### src/design/dlis_pkg.sv
// Package for the descriptor loader: constants and carrier types
package dlis_pkg;
    localparam logic [7:0]  ROM_DEV_ADDR    = 8'ha0;
    localparam logic [7:0]  ROM_START_LOC   = 8'h00;
    localparam int          DESC_BYTES      = 57;
    localparam int          XTI_DIV         = 384;
    localparam int          QTR_DIV         = XTI_DIV / 4;
    localparam int          WORD_BITS       = 16;
    localparam int          BIT_TYPE        = 11;
    localparam int          BIT_RESTART     = 9;
    localparam logic [15:0] RSVD_MASK       = 16'hf500;
    localparam logic [7:0]  HID_RESET_VAL   = 8'h00;
    localparam int          STR_PROD_FIRST  = 4;
    localparam int          STR_VEND_LAST   = 51;

    typedef enum logic [3:0] {
        DLIS_IDLE  = 4'h0,
        DLIS_START = 4'h1,
        DLIS_ADDR  = 4'h2,
        DLIS_AACK  = 4'h3,
        DLIS_DATA  = 4'h4,
        DLIS_MACK  = 4'h5,
        DLIS_STOP  = 4'h6,
        DLIS_DONE  = 4'h7
    } dlis_state_t;

    typedef struct packed {
        logic [5:0] index;
        logic [7:0] data;
        logic       is_string;
    } dlis_byte_t;
endpackage : dlis_pkg

### src/design/dlis_loader.sv
// Descriptor loader: two-wire ROM reader and three-wire command port
`timescale 1ns/1ps
`default_nettype none

// What this block does
// - Fetch ROM image once after power-on reset
// - NACK USB requests until fetch completes
// - Address ROM with device byte 0xA0
// - Read 57 bytes starting at location zero
// - Bytes arrive LSB first; reassemble accordingly
// - ROM bit rate is crystal over 384
// - Image field order fixed by byte index
// - String bytes flagged for unicode expansion
// - START, address+R, ack, data+acks, final NACK, STOP
// - Sixteen-bit word with fixed zero bits
// - Type clear: payload gives HID states
// - Type set: payload is next descriptor byte
// - Restart bit in a type-clear word clears the descriptor byte counter
// - Restart word still updates HID status
module dlis_loader #(
    parameter int QTR_CYCLES = dlis_pkg::QTR_DIV
) (
    // Clock and reset
    input  wire logic             CLK,
    input  wire logic             RESET_N,
    // Two-wire ROM pins, enable low drives low
    input  wire logic             ROM_SERIAL_DATA_I,
    output logic                  ROM_SERIAL_DATA_OE_N,
    output logic                  ROM_BIT_TIMING_LINE_OE_N,
    // Three-wire command port
    input  wire logic             FRAME_SELECT_LINE,
    input  wire logic             SHIFT_TIMING_INPUT,
    input  wire logic             SERIAL_INPUT_LINE,
    // Descriptor byte stream out
    output dlis_pkg::dlis_byte_t  DESC_BYTE,
    output logic                  DESC_VALID,
    input  wire logic             DESC_READY,
    // Status
    output logic [7:0]            HID_STATE,
    output logic                  USB_NACK_ALL,
    output logic                  CMD_ERROR
);
    import dlis_pkg::*;

    typedef struct packed {
        logic [1:0]  fs_sync;
        logic [1:0]  sc_sync;
        logic [1:0]  sd_sync;
        logic [1:0]  rd_sync;
        logic        fs_prev;
        logic        sc_prev;
        dlis_state_t st;
        logic [7:0]  div;
        logic [1:0]  phase;
        logic [3:0]  bitn;
        logic [7:0]  shreg;
        logic [5:0]  rom_cnt;
        logic        sda_oe_n;
        logic        scl_oe_n;
        logic        nack_all;
        logic [4:0]  spi_cnt;
        logic [15:0] spi_sh;
        logic [5:0]  desc_cnt;
        logic [7:0]  hid;
        logic        err;
        logic        in_valid;
        dlis_byte_t  in_byte;
        dlis_byte_t  buf0;
        dlis_byte_t  buf1;
        logic [1:0]  fill;
        logic        out_vld;
    } dlis_reg_t;
    localparam dlis_reg_t Q_RESET = '{fs_sync: 2'b11, rd_sync: 2'b11, fs_prev: 1'b1, st: DLIS_IDLE,
                                      sda_oe_n: 1'b1, scl_oe_n: 1'b1, nack_all: 1'b1,
                                      hid: HID_RESET_VAL, default: '0};

    dlis_reg_t q, d;
    logic [1:0] rst_sync_q;
    logic      rst_n;
    logic      qtr_tick;
    logic      fs_rise;
    logic      sc_rise;
    logic      in_ready;
    logic      out_take;
    logic      push;
    logic      rom_stall;
    logic [7:0] payload;

    assign rst_n = rst_sync_q[1];

    // Reset release synchroniser
    always_ff @(posedge CLK or negedge RESET_N) begin
        if (!RESET_N) begin
            rst_sync_q <= 2'b00;
        end else begin
            rst_sync_q <= {rst_sync_q[0], 1'b1};
        end
    end

    always_comb begin
        d = q;
        d.fs_sync = {q.fs_sync[0], FRAME_SELECT_LINE};
        d.sc_sync = {q.sc_sync[0], SHIFT_TIMING_INPUT};
        d.sd_sync = {q.sd_sync[0], SERIAL_INPUT_LINE};
        d.rd_sync = {q.rd_sync[0], ROM_SERIAL_DATA_I};
        d.fs_prev = q.fs_sync[1];
        d.sc_prev = q.sc_sync[1];
        fs_rise = q.fs_sync[1] & ~q.fs_prev;
        sc_rise = q.sc_sync[1] & ~q.sc_prev;
        // Payload bit 0 travels in word bit 7
        payload = {q.spi_sh[0], q.spi_sh[1], q.spi_sh[2], q.spi_sh[3],
                   q.spi_sh[4], q.spi_sh[5], q.spi_sh[6], q.spi_sh[7]};

        // Quarter-bit tick; four ticks make one ROM bit
        qtr_tick = (q.div == 8'(QTR_CYCLES - 1));
        d.div = qtr_tick ? 8'h00 : q.div + 8'h01;
        in_ready = (q.fill != 2'd2);
        out_take = q.out_vld && DESC_READY;
        // Full buffer parks the reader with the clock high in the ack bit, so no extra pulse
        rom_stall = (q.st == DLIS_MACK) && (q.phase == 2'd3) && !in_ready;
        if (qtr_tick && !rom_stall) begin
            d.phase = q.phase + 2'd1;
        end
        push = 1'b0;
        d.in_valid = 1'b0;

        // ROM reader; stalls between bytes while the buffer is full
        if (qtr_tick && !rom_stall) begin
            unique case (q.st)
                DLIS_IDLE: begin
                    d.sda_oe_n = 1'b1;
                    d.scl_oe_n = 1'b1;
                    if (q.phase == 2'd3) begin
                        d.st = DLIS_START;
                    end
                end
                DLIS_START: begin
                    if (q.phase == 2'd1) begin
                        d.sda_oe_n = 1'b0;
                    end
                    if (q.phase == 2'd3) begin
                        d.scl_oe_n = 1'b0;
                        d.st = DLIS_ADDR;
                        d.bitn = 4'd0;
                        d.shreg = ROM_DEV_ADDR | 8'h01;
                    end
                end
                DLIS_ADDR, DLIS_DATA, DLIS_AACK, DLIS_MACK: begin
                    unique case (q.phase)
                        2'd0: begin
                            if (q.st == DLIS_ADDR) begin
                                d.sda_oe_n = q.shreg[7];
                            end else if (q.st == DLIS_MACK) begin
                                d.sda_oe_n = (q.rom_cnt == 6'(DESC_BYTES));
                            end else begin
                                d.sda_oe_n = 1'b1;
                            end
                        end
                        2'd1: d.scl_oe_n = 1'b1;
                        2'd2: begin
                            if (q.st == DLIS_DATA) begin
                                d.shreg = {q.rd_sync[1], q.shreg[7:1]};
                            end
                        end
                        2'd3: begin
                            d.scl_oe_n = 1'b0;
                            unique case (q.st)
                                DLIS_ADDR: begin
                                    d.shreg = {q.shreg[6:0], 1'b0};
                                    d.bitn = q.bitn + 4'd1;
                                    if (q.bitn == 4'd7) begin
                                        d.st = DLIS_AACK;
                                    end
                                end
                                DLIS_AACK: begin
                                    d.st = DLIS_DATA;
                                    d.bitn = 4'd0;
                                end
                                DLIS_DATA: begin
                                    d.bitn = q.bitn + 4'd1;
                                    if (q.bitn == 4'd7) begin
                                        d.st = DLIS_MACK;
                                        d.rom_cnt = q.rom_cnt + 6'd1;
                                        d.in_valid = 1'b1;
                                        d.in_byte.index = q.rom_cnt;
                                        d.in_byte.data = q.shreg;
                                        d.in_byte.is_string = (q.rom_cnt >= 6'(STR_PROD_FIRST)) &&
                                            (q.rom_cnt <= 6'(STR_VEND_LAST));
                                    end
                                end
                                default: begin
                                    d.bitn = 4'd0;
                                    d.st = (q.rom_cnt == 6'(DESC_BYTES)) ? DLIS_STOP : DLIS_DATA;
                                end
                            endcase
                        end
                        default: ;
                    endcase
                end
                DLIS_STOP: begin
                    unique case (q.phase)
                        2'd0: d.sda_oe_n = 1'b0;
                        2'd1: d.scl_oe_n = 1'b1;
                        2'd3: begin
                            d.sda_oe_n = 1'b1;
                            d.st = DLIS_DONE;
                        end
                        default: ;
                    endcase
                end
                DLIS_DONE: d.nack_all = 1'b0;
                default: d.st = DLIS_IDLE;
            endcase
        end

        // Command port shift register
        if (q.fs_sync[1]) begin
            d.spi_cnt = 5'd0;
        end else if (sc_rise && q.spi_cnt != 5'(WORD_BITS)) begin
            d.spi_sh = {q.spi_sh[14:0], q.sd_sync[1]};
            d.spi_cnt = q.spi_cnt + 5'd1;
        end
        if (fs_rise && q.spi_cnt == 5'(WORD_BITS)) begin
            d.err = q.err | ((q.spi_sh & RSVD_MASK) != 16'h0000) |
                    (q.spi_sh[BIT_TYPE] & q.spi_sh[BIT_RESTART]);
            if (!q.spi_sh[BIT_TYPE]) begin
                d.hid = payload;
                if (q.spi_sh[BIT_RESTART]) begin
                    d.desc_cnt = 6'd0;
                end
            end else if (!q.spi_sh[BIT_RESTART] && q.desc_cnt != 6'(DESC_BYTES)) begin
                d.in_valid = 1'b1;
                d.in_byte.index = q.desc_cnt;
                d.in_byte.data = payload;
                d.in_byte.is_string = (q.desc_cnt >= 6'(STR_PROD_FIRST)) &&
                    (q.desc_cnt <= 6'(STR_VEND_LAST));
                d.desc_cnt = q.desc_cnt + 6'd1;
            end
        end

        // Two-entry buffer
        push = q.in_valid && in_ready;
        unique case ({push, out_take})
            2'b10: begin
                if (q.fill == 2'd0) d.buf0 = q.in_byte;
                else d.buf1 = q.in_byte;
                d.fill = q.fill + 2'd1;
            end
            2'b01: begin
                d.buf0 = q.buf1;
                d.fill = q.fill - 2'd1;
            end
            2'b11: begin
                if (q.fill == 2'd1) d.buf0 = q.in_byte;
                else begin
                    d.buf0 = q.buf1;
                    d.buf1 = q.in_byte;
                end
            end
            default: ;
        endcase
        d.out_vld = (d.fill != 2'd0);
    end

    always_ff @(posedge CLK or negedge rst_n) begin
        if (!rst_n) begin
            q <= Q_RESET;
        end else begin
            q <= d;
        end
    end

    assign ROM_SERIAL_DATA_OE_N     = q.sda_oe_n;
    assign ROM_BIT_TIMING_LINE_OE_N = q.scl_oe_n;
    assign DESC_BYTE                = q.buf0;
    assign DESC_VALID               = q.out_vld;
    assign HID_STATE                = q.hid;
    assign USB_NACK_ALL             = q.nack_all;
    assign CMD_ERROR                = q.err;

    // Checks
    property p_nack_until_done;
        @(posedge CLK) disable iff (!rst_n) (q.st != DLIS_DONE) |-> USB_NACK_ALL;
    endproperty
    a_nack_until_done: assert property (p_nack_until_done) else $error("nack dropped early");

    property p_tick_period;
        @(posedge CLK) disable iff (!rst_n) qtr_tick |=> !qtr_tick [*8];
    endproperty
    a_tick_period: assert property (p_tick_period) else $error("bit timing too fast");

    property p_rom_limit;
        @(posedge CLK) disable iff (!rst_n) q.rom_cnt <= 6'(DESC_BYTES);
    endproperty
    a_rom_limit: assert property (p_rom_limit) else $error("read past image");

    property p_restart;
        @(posedge CLK) disable iff (!rst_n)
            (fs_rise && q.spi_cnt == 5'(WORD_BITS) && !q.spi_sh[BIT_TYPE] && q.spi_sh[BIT_RESTART])
            |=> (q.desc_cnt == 6'd0) && (HID_STATE == $past(payload));
    endproperty
    a_restart: assert property (p_restart) else $error("restart word mishandled");

    property p_hid;
        @(posedge CLK) disable iff (!rst_n)
            (fs_rise && q.spi_cnt == 5'(WORD_BITS) && !q.spi_sh[BIT_TYPE]) |=> HID_STATE == $past(payload);
    endproperty
    a_hid: assert property (p_hid) else $error("hid not updated");

    property p_data_rev;
        @(posedge CLK) disable iff (!rst_n)
            (fs_rise && q.spi_cnt == 5'(WORD_BITS) && q.spi_sh[BIT_TYPE] && !q.spi_sh[BIT_RESTART]
             && q.desc_cnt != 6'(DESC_BYTES)) |=> q.in_valid && q.in_byte.data[0] == $past(q.spi_sh[7]);
    endproperty
    a_data_rev: assert property (p_data_rev) else $error("payload bit order wrong");

    property p_hold_full;
        @(posedge CLK) disable iff (!rst_n) (q.fill == 2'd2 && !DESC_READY) |=> $stable(DESC_BYTE);
    endproperty
    a_hold_full: assert property (p_hold_full) else $error("buffer head changed under stall");

    property p_stop_release;
        @(posedge CLK) disable iff (!rst_n) (q.st == DLIS_DONE) |-> ROM_SERIAL_DATA_OE_N && ROM_BIT_TIMING_LINE_OE_N;
    endproperty
    a_stop_release: assert property (p_stop_release) else $error("bus held after stop");

    c_done: cover property (@(posedge CLK) disable iff (!rst_n) $fell(USB_NACK_ALL));
    c_full: cover property (@(posedge CLK) disable iff (!rst_n) q.fill == 2'd2);
    c_cmd: cover property (@(posedge CLK) disable iff (!rst_n) fs_rise && q.spi_cnt == 5'(WORD_BITS));
endmodule : dlis_loader

`default_nettype wire

### config.mk
export PLATFORM = sky130hd
export DESIGN_NAME = dlis_loader
export DESIGN_NICKNAME = d
export VERILOG_FILES = /design/src/design/dlis_pkg.sv /design/src/design/dlis_loader.sv
export SDC_FILE = /design/constraint.sdc
export NUM_CORES = 1
export LEC_CHECK = 0
export ABC_CLOCK_PERIOD_IN_PS = 10000
export BUFFER_PORTS_ARGS = -buffer_cell sky130_fd_sc_hd__buf_4
export CORE_UTILIZATION = 35
export DETAILED_ROUTE_END_ITERATION = 6
export SYNTH_ARGS = -nofsm -noshare
export SYNTH_HDL_FRONTEND = slang
export SYNTH_SLANG_ARGS = --single-unit
### constraint.sdc
create_clock -name CLK -period 10 [get_ports CLK]
set_input_delay 1 -clock CLK [delete_from_list [all_inputs] [get_ports CLK]]
set_output_delay 1 -clock CLK [all_outputs]
set_load 0.02 [all_outputs]
Word-level counts from Yosys, hierarchy flattened
Cells that the tools add are included.
W data, S select, Z words.
{ "totals": {"regBits": 132, "inputBits": 7, "output_inout_bits": 28, "word_cells": 178} }
{ "classes": {"addsub": 8, "n_lt_le_gt_ge": 4, "muxes": 46, "n_eq_ne": 39, "bitwise_logic": 10, "n_reduce_logical": 38} }
{ "op_table": {"columns": ["op", "count"], "rows": [
  ["$mux W16", 8],
  ["$mux W15", 4],
  ["$pmux W15 S3", 1],
  ["$mux W4", 8],
  ["$pmux W15 S2", 1],
  ["$mux W8", 3],
  ["$pmux W12 S2", 1],
  ["$ne A2 B2 Y1 const B", 11],
  ["$mux W21", 1],
  ["$eq A4 B3 Y1 const B", 5],
  ["$pmux W4 S5", 1],
  ["$mux W6", 3],
  ["$ne A3 B3 Y1 const B", 6],
  ["$pmux W8 S2", 1],
  ["$reduce_bool A16 Y1", 1],
  ["$reduce_and A5 Y1", 3],
  ["$add A6 B1 Y6 const B", 2],
  ["$ge A6 B3 Y1 const B", 2],
  ["$le A6 B6 Y1 const B", 2],
  ["$mux W12", 1],
  ["$pmux W4 S3", 1],
  ["$logic_and A1 B1 Y1", 10],
  ["$reduce_bool A2 Y1", 5],
  ["$add A8 B1 Y8 const B", 1],
  ["other kinds (36)", 63]
]} }

Logic depth before layout (Yosys ltp)
{ "logic_depth": {"ltp_word": 10, "depth_mapped": 10, "depth_no_buf": 9} }

Least setup slack after synthesis
No wires, ideal clock.
{ "synth_path": {"path_type": "input -> register", "startpoint": "in DESC_READY", "endpoint": "reg q[10] in the netlist's numbering", "setup_ns": 0.125, "t_arrival_ns": 2.499, "n_path_buf": 1, "setup_slack_ns": 7.377, "required_time_ns": 9.875, "stages": 6, "path_cell_list": "nand2_1 > inv_1 > ha_1 > o211ai_1 > clkbuf_1 > mux2_2"} }
{ "synth_between": {"elab_chain_len": 4, "elab_cells_between_ends": 8, "classes_between": "eq/ne: 4; mux: 1; reduce/logical: 3"} }
{ "synth_lines": {"columns": ["element", "line_no", "rtl"], "rows": [
  ["from (decl)", "dlis_loader.sv:37", "input wire logic DESC_READY,"],
  ["$logic_and A1 B1 Y1 (*)", "dlis_loader.sv:118", "out_take = q.out_vld && DESC_READY;"],
  ["$eq A2 B2 Y1", "dlis_loader.sv:243", "unique case ({push, out_take})"],
  ["$ne A2 B2 Y1 (no source line) or $reduce_bool A2 Y1 (tied branches)", null, null],
  ["$reduce_and A3 Y1 (no source line)", null, null],
  ["to (signal assigned)", "dlis_loader.sv:267", "q <= Q_RESET;"],
  ["to (signal assigned)", "dlis_loader.sv:269", "q <= d;"],
  ["to (decl)", "dlis_loader.sv:77", "dlis_reg_t q, d;"]
]} }
Every way passes the cells marked *; elsewhere a longest branch is shown, timed or not.
A chain may end at the register's enable or synchronous reset.

==> results.toml <==
[timing]
finalSetupViolCount = 0
holdWs_ps = 346
maxSlewHeadroom_pct = 16.3
fin_crit_sh_pct = 30.1
period_minus_slack_ps = 3010
setup_tns_ps = 0
skew_ps = 7.80
fmax_mhz = 332
grt_setup_unrepaired = "no"
drv_slew = 0
tightest_slew_ps = 1250
hold_violations = 0

[clock_network]
cts_setup_buffers = 0
cts_resized = 0
insertion_delay_ps = 410
htreeDepth = 4
clock_path_buffers = 2
postCtsHoldBufs = 0
cts.sinks = 131
clockRootBuffer = "clkbuf_16"
cts_tree = "built"
numCtsBuffers = 17
clk_pin_slew_ps = 60

[worst_hold_path]
hold_class = "flip-flop to flip-flop"

[global_routing]
grt_max_degree = 68
grt.total_usage_pct = 13.8
grt_pass1_wl_um = 20100
grt_pass1_vias = 4123
grt_overflow = 0
grt_antenna_before_repair = 0

[synthesis]
syn_area_mm2 = 0.00634
synth_edf_count = 0
synth_area_leader_cell = "dfrtp_1"
netlist.area_leader.share_pct = 48.5
synth_cell_types = 64
avgSynthCellArea_um2 = 11.3
ys_top_cells_by_count = "123 x dfrtp_1, 49 x mux2_2, 37 x nand2_1"
synth_warnings = 0
postSynthCellCount = 559
synth_seq_cells = 131
async_flop_share_pct = 100
synth_fp_nets = 586
yosysMostFrequentCell = "dfrtp_1"
synth-main-ff-cell = "dfrtp_1"
synthTopCellsByArea = "dfrtp_1 49%, mux2_2 8.7%, mux2i_1 4.4%, ha_1 3.9%, dfstp_2 3.3%"
ys_seq_area_share_pct = 51.9

[final_layout]
antenna_cells = 0
final_util_pct = 41.3
synthToLayoutAreaGrowth_pct = 13.9
fin_nets = 592
layout-drive-gt1-share_pct = 24.3

[power_and_ir_drop]
switchingPower_mw = 0.267
leakagePower_nw = 3.41
netSwitchingFraction_pct = 21.6
pwr_density_cell_mw_per_mm2 = 171
internal_power_mw = 0.971
vdd_drop_max_mv = 0.115
pwr-share-seq_pct = 46.3
clockPowerShare_pct = 51.3
combPwrFrac_pct = 2.4

[floorplan]
initial_core_util_pct = 36.3
row_count = 48
core_area_mm2 = 0.0175
fp.dieH_um = 137
die_w_um = 137
ioPinCount = 35
die-area_mm2 = 0.0187

[critical_path]
cp-start-kind = "flip-flop"
criticalPathCategory = "flip-flop to flip-flop"
crit_arrival_ps = 3230
cpLargestDelayFamily = "simple AND/OR/NAND/NOR gates"
crit_path_end_kind = "flip-flop"
critPathMaxFanout = 22
cp_cell_sequence = "ha_1 > nand4bb_2 > or4_1 > mux2i_1 > a21boi_0"
slowest_delay_ps = 1070
crit_buf_inv = 0
cp_slowest_cell = "or4_1"
required_ps = 10220

[placed_design]
globalplace.congestion = 0.801
dp_hpwl_um = 8160
io_buffers = 34

[routing]
antenna_left = 0
drt-total-wl_um = 11800
wl_per_cell_um = 14.7
post_drt_via_cell_ratio = 5.01
drc = 0
vias = 4018
dr.pass1.iters = 4
drtIter0Drc = 324

[flow_run]
drv_cap = 0

[outcome]
status = "finished, final reports clean"
==> cell families after synthesis <==
kind of cell / Yosys count / synth area share, %
xor gates and xnor gates: 18 / 2.49
other: 1 / 0.0591
and+or+nand+nor: 140 / 12.0
AOI/OAI and AO/OA: 101 / 10.5
buffers and inverters: 70 / 5.84
muxes: 77 / 13.1
adders and majority gates: 21 / 4.10
DFF: 131 / 51.9
==> power groups by stage <==
stage          Clock, mW  Combinational [mW]  Sequential (mW)
3_5_place_dp           0              0.0308            0.583
3_3_place_gp           0              0.0290            0.581
2_1_floorplan          0              0.0203            0.577
5_1_grt            0.677              0.0336            0.576
6_report           0.635              0.0297            0.573
4_1_cts            0.650              0.0309            0.574
==> area by class of cell <==
| cell class | instances | area [µm²] |
|---|---|---|
| fillers | 1615 | 10300 |
| flip-flops and latches | 131 | 3290 |
| multi-input cells | 358 | 2680 |
| clock buffers | 19 | 453 |
| well taps | 225 | 282 |
| repair buffers | 37 | 278 |
| clock inverters | 12 | 158 |
| inverters | 20 | 75.1 |
==> cell usage in the layout, fill, tap and decap left out, types with 9 or more instances in the layout <==
cell type,n
a22oi_1,16
nand2_1,37
clkbuf_16,17
inv_1,20
nand3_1,11
nor3_1,14
nor2_1,24
buf_4,37
mux2_2,49
dfrtp_1,122
ha_1,20
o21ai_0,28
mux2i_1,28
a21oi_1,21
nand2b_1,9
xor2_1,11
==> metrics by stage <==
stage                     cells  setup WS, ps  power, mW  area (µm²)
after floorplan             559          6090      0.598        6340
after global placement      771          7070      0.610        6610
after detailed placement    771          7000      0.614        6610
after CTS                   802          6970       1.25        7220
after global routing        802          6740       1.29        7220
final                       802          6990       1.24        7220
==> registers in the layout, indices dropped and copies added, names as in the netlist <==
name                      cells
CMD_ERROR                     1
DESC_VALID                    1
d                             6
payload                       8
DESC_BYTE                    15
q                            87
ROM_BIT_TIMING_LINE_OE_N      1
ROM_SERIAL_DATA_OE_N          1
HID_STATE                     8
rst_sync_q                    2
USB_NACK_ALL                  1
==> metal layers <==
metal | share of wire, % | wire [µm] | vias to the layer above | global-route usage (%)
li1 | - | - | 1976 | -
met1 | 47 | 5510 | 1985 | 17.5
met2 | 49 | 5750 | 51 | 22.6
met3 | 3.4 | 399 | 6 | 3.85
met4 | 0.74 | 87 | 0 | 4.81
met5 | 0 | 0 | - | 0
==> worst reg2reg max path: cells and delay by family, from the launching register on <==
family | cells | cell delay, ps
adders and majority gates | 1 | 650
DFF | 1 | 370
muxes | 1 | 330
AOI/OAI and AO/OA | 1 | 110
and+or+nand+nor | 2 | 1360
==> worst paths after layout <==
path	start	end	slack [ps]	cells after the start
max	q[107]	q[42]	6990	5
min	d[127]	d[120]	350	0
max reg2reg	q[107]	q[42]	6990	5
min reg2reg	d[127]	d[120]	350	0
max in group asynchronous	rst_sync_q[1]	q[95]	8190	1
min in group asynchronous	RESET_N	rst_sync_q[1]	360	1
Note: power is estimated with default switching activity, not from simulation.
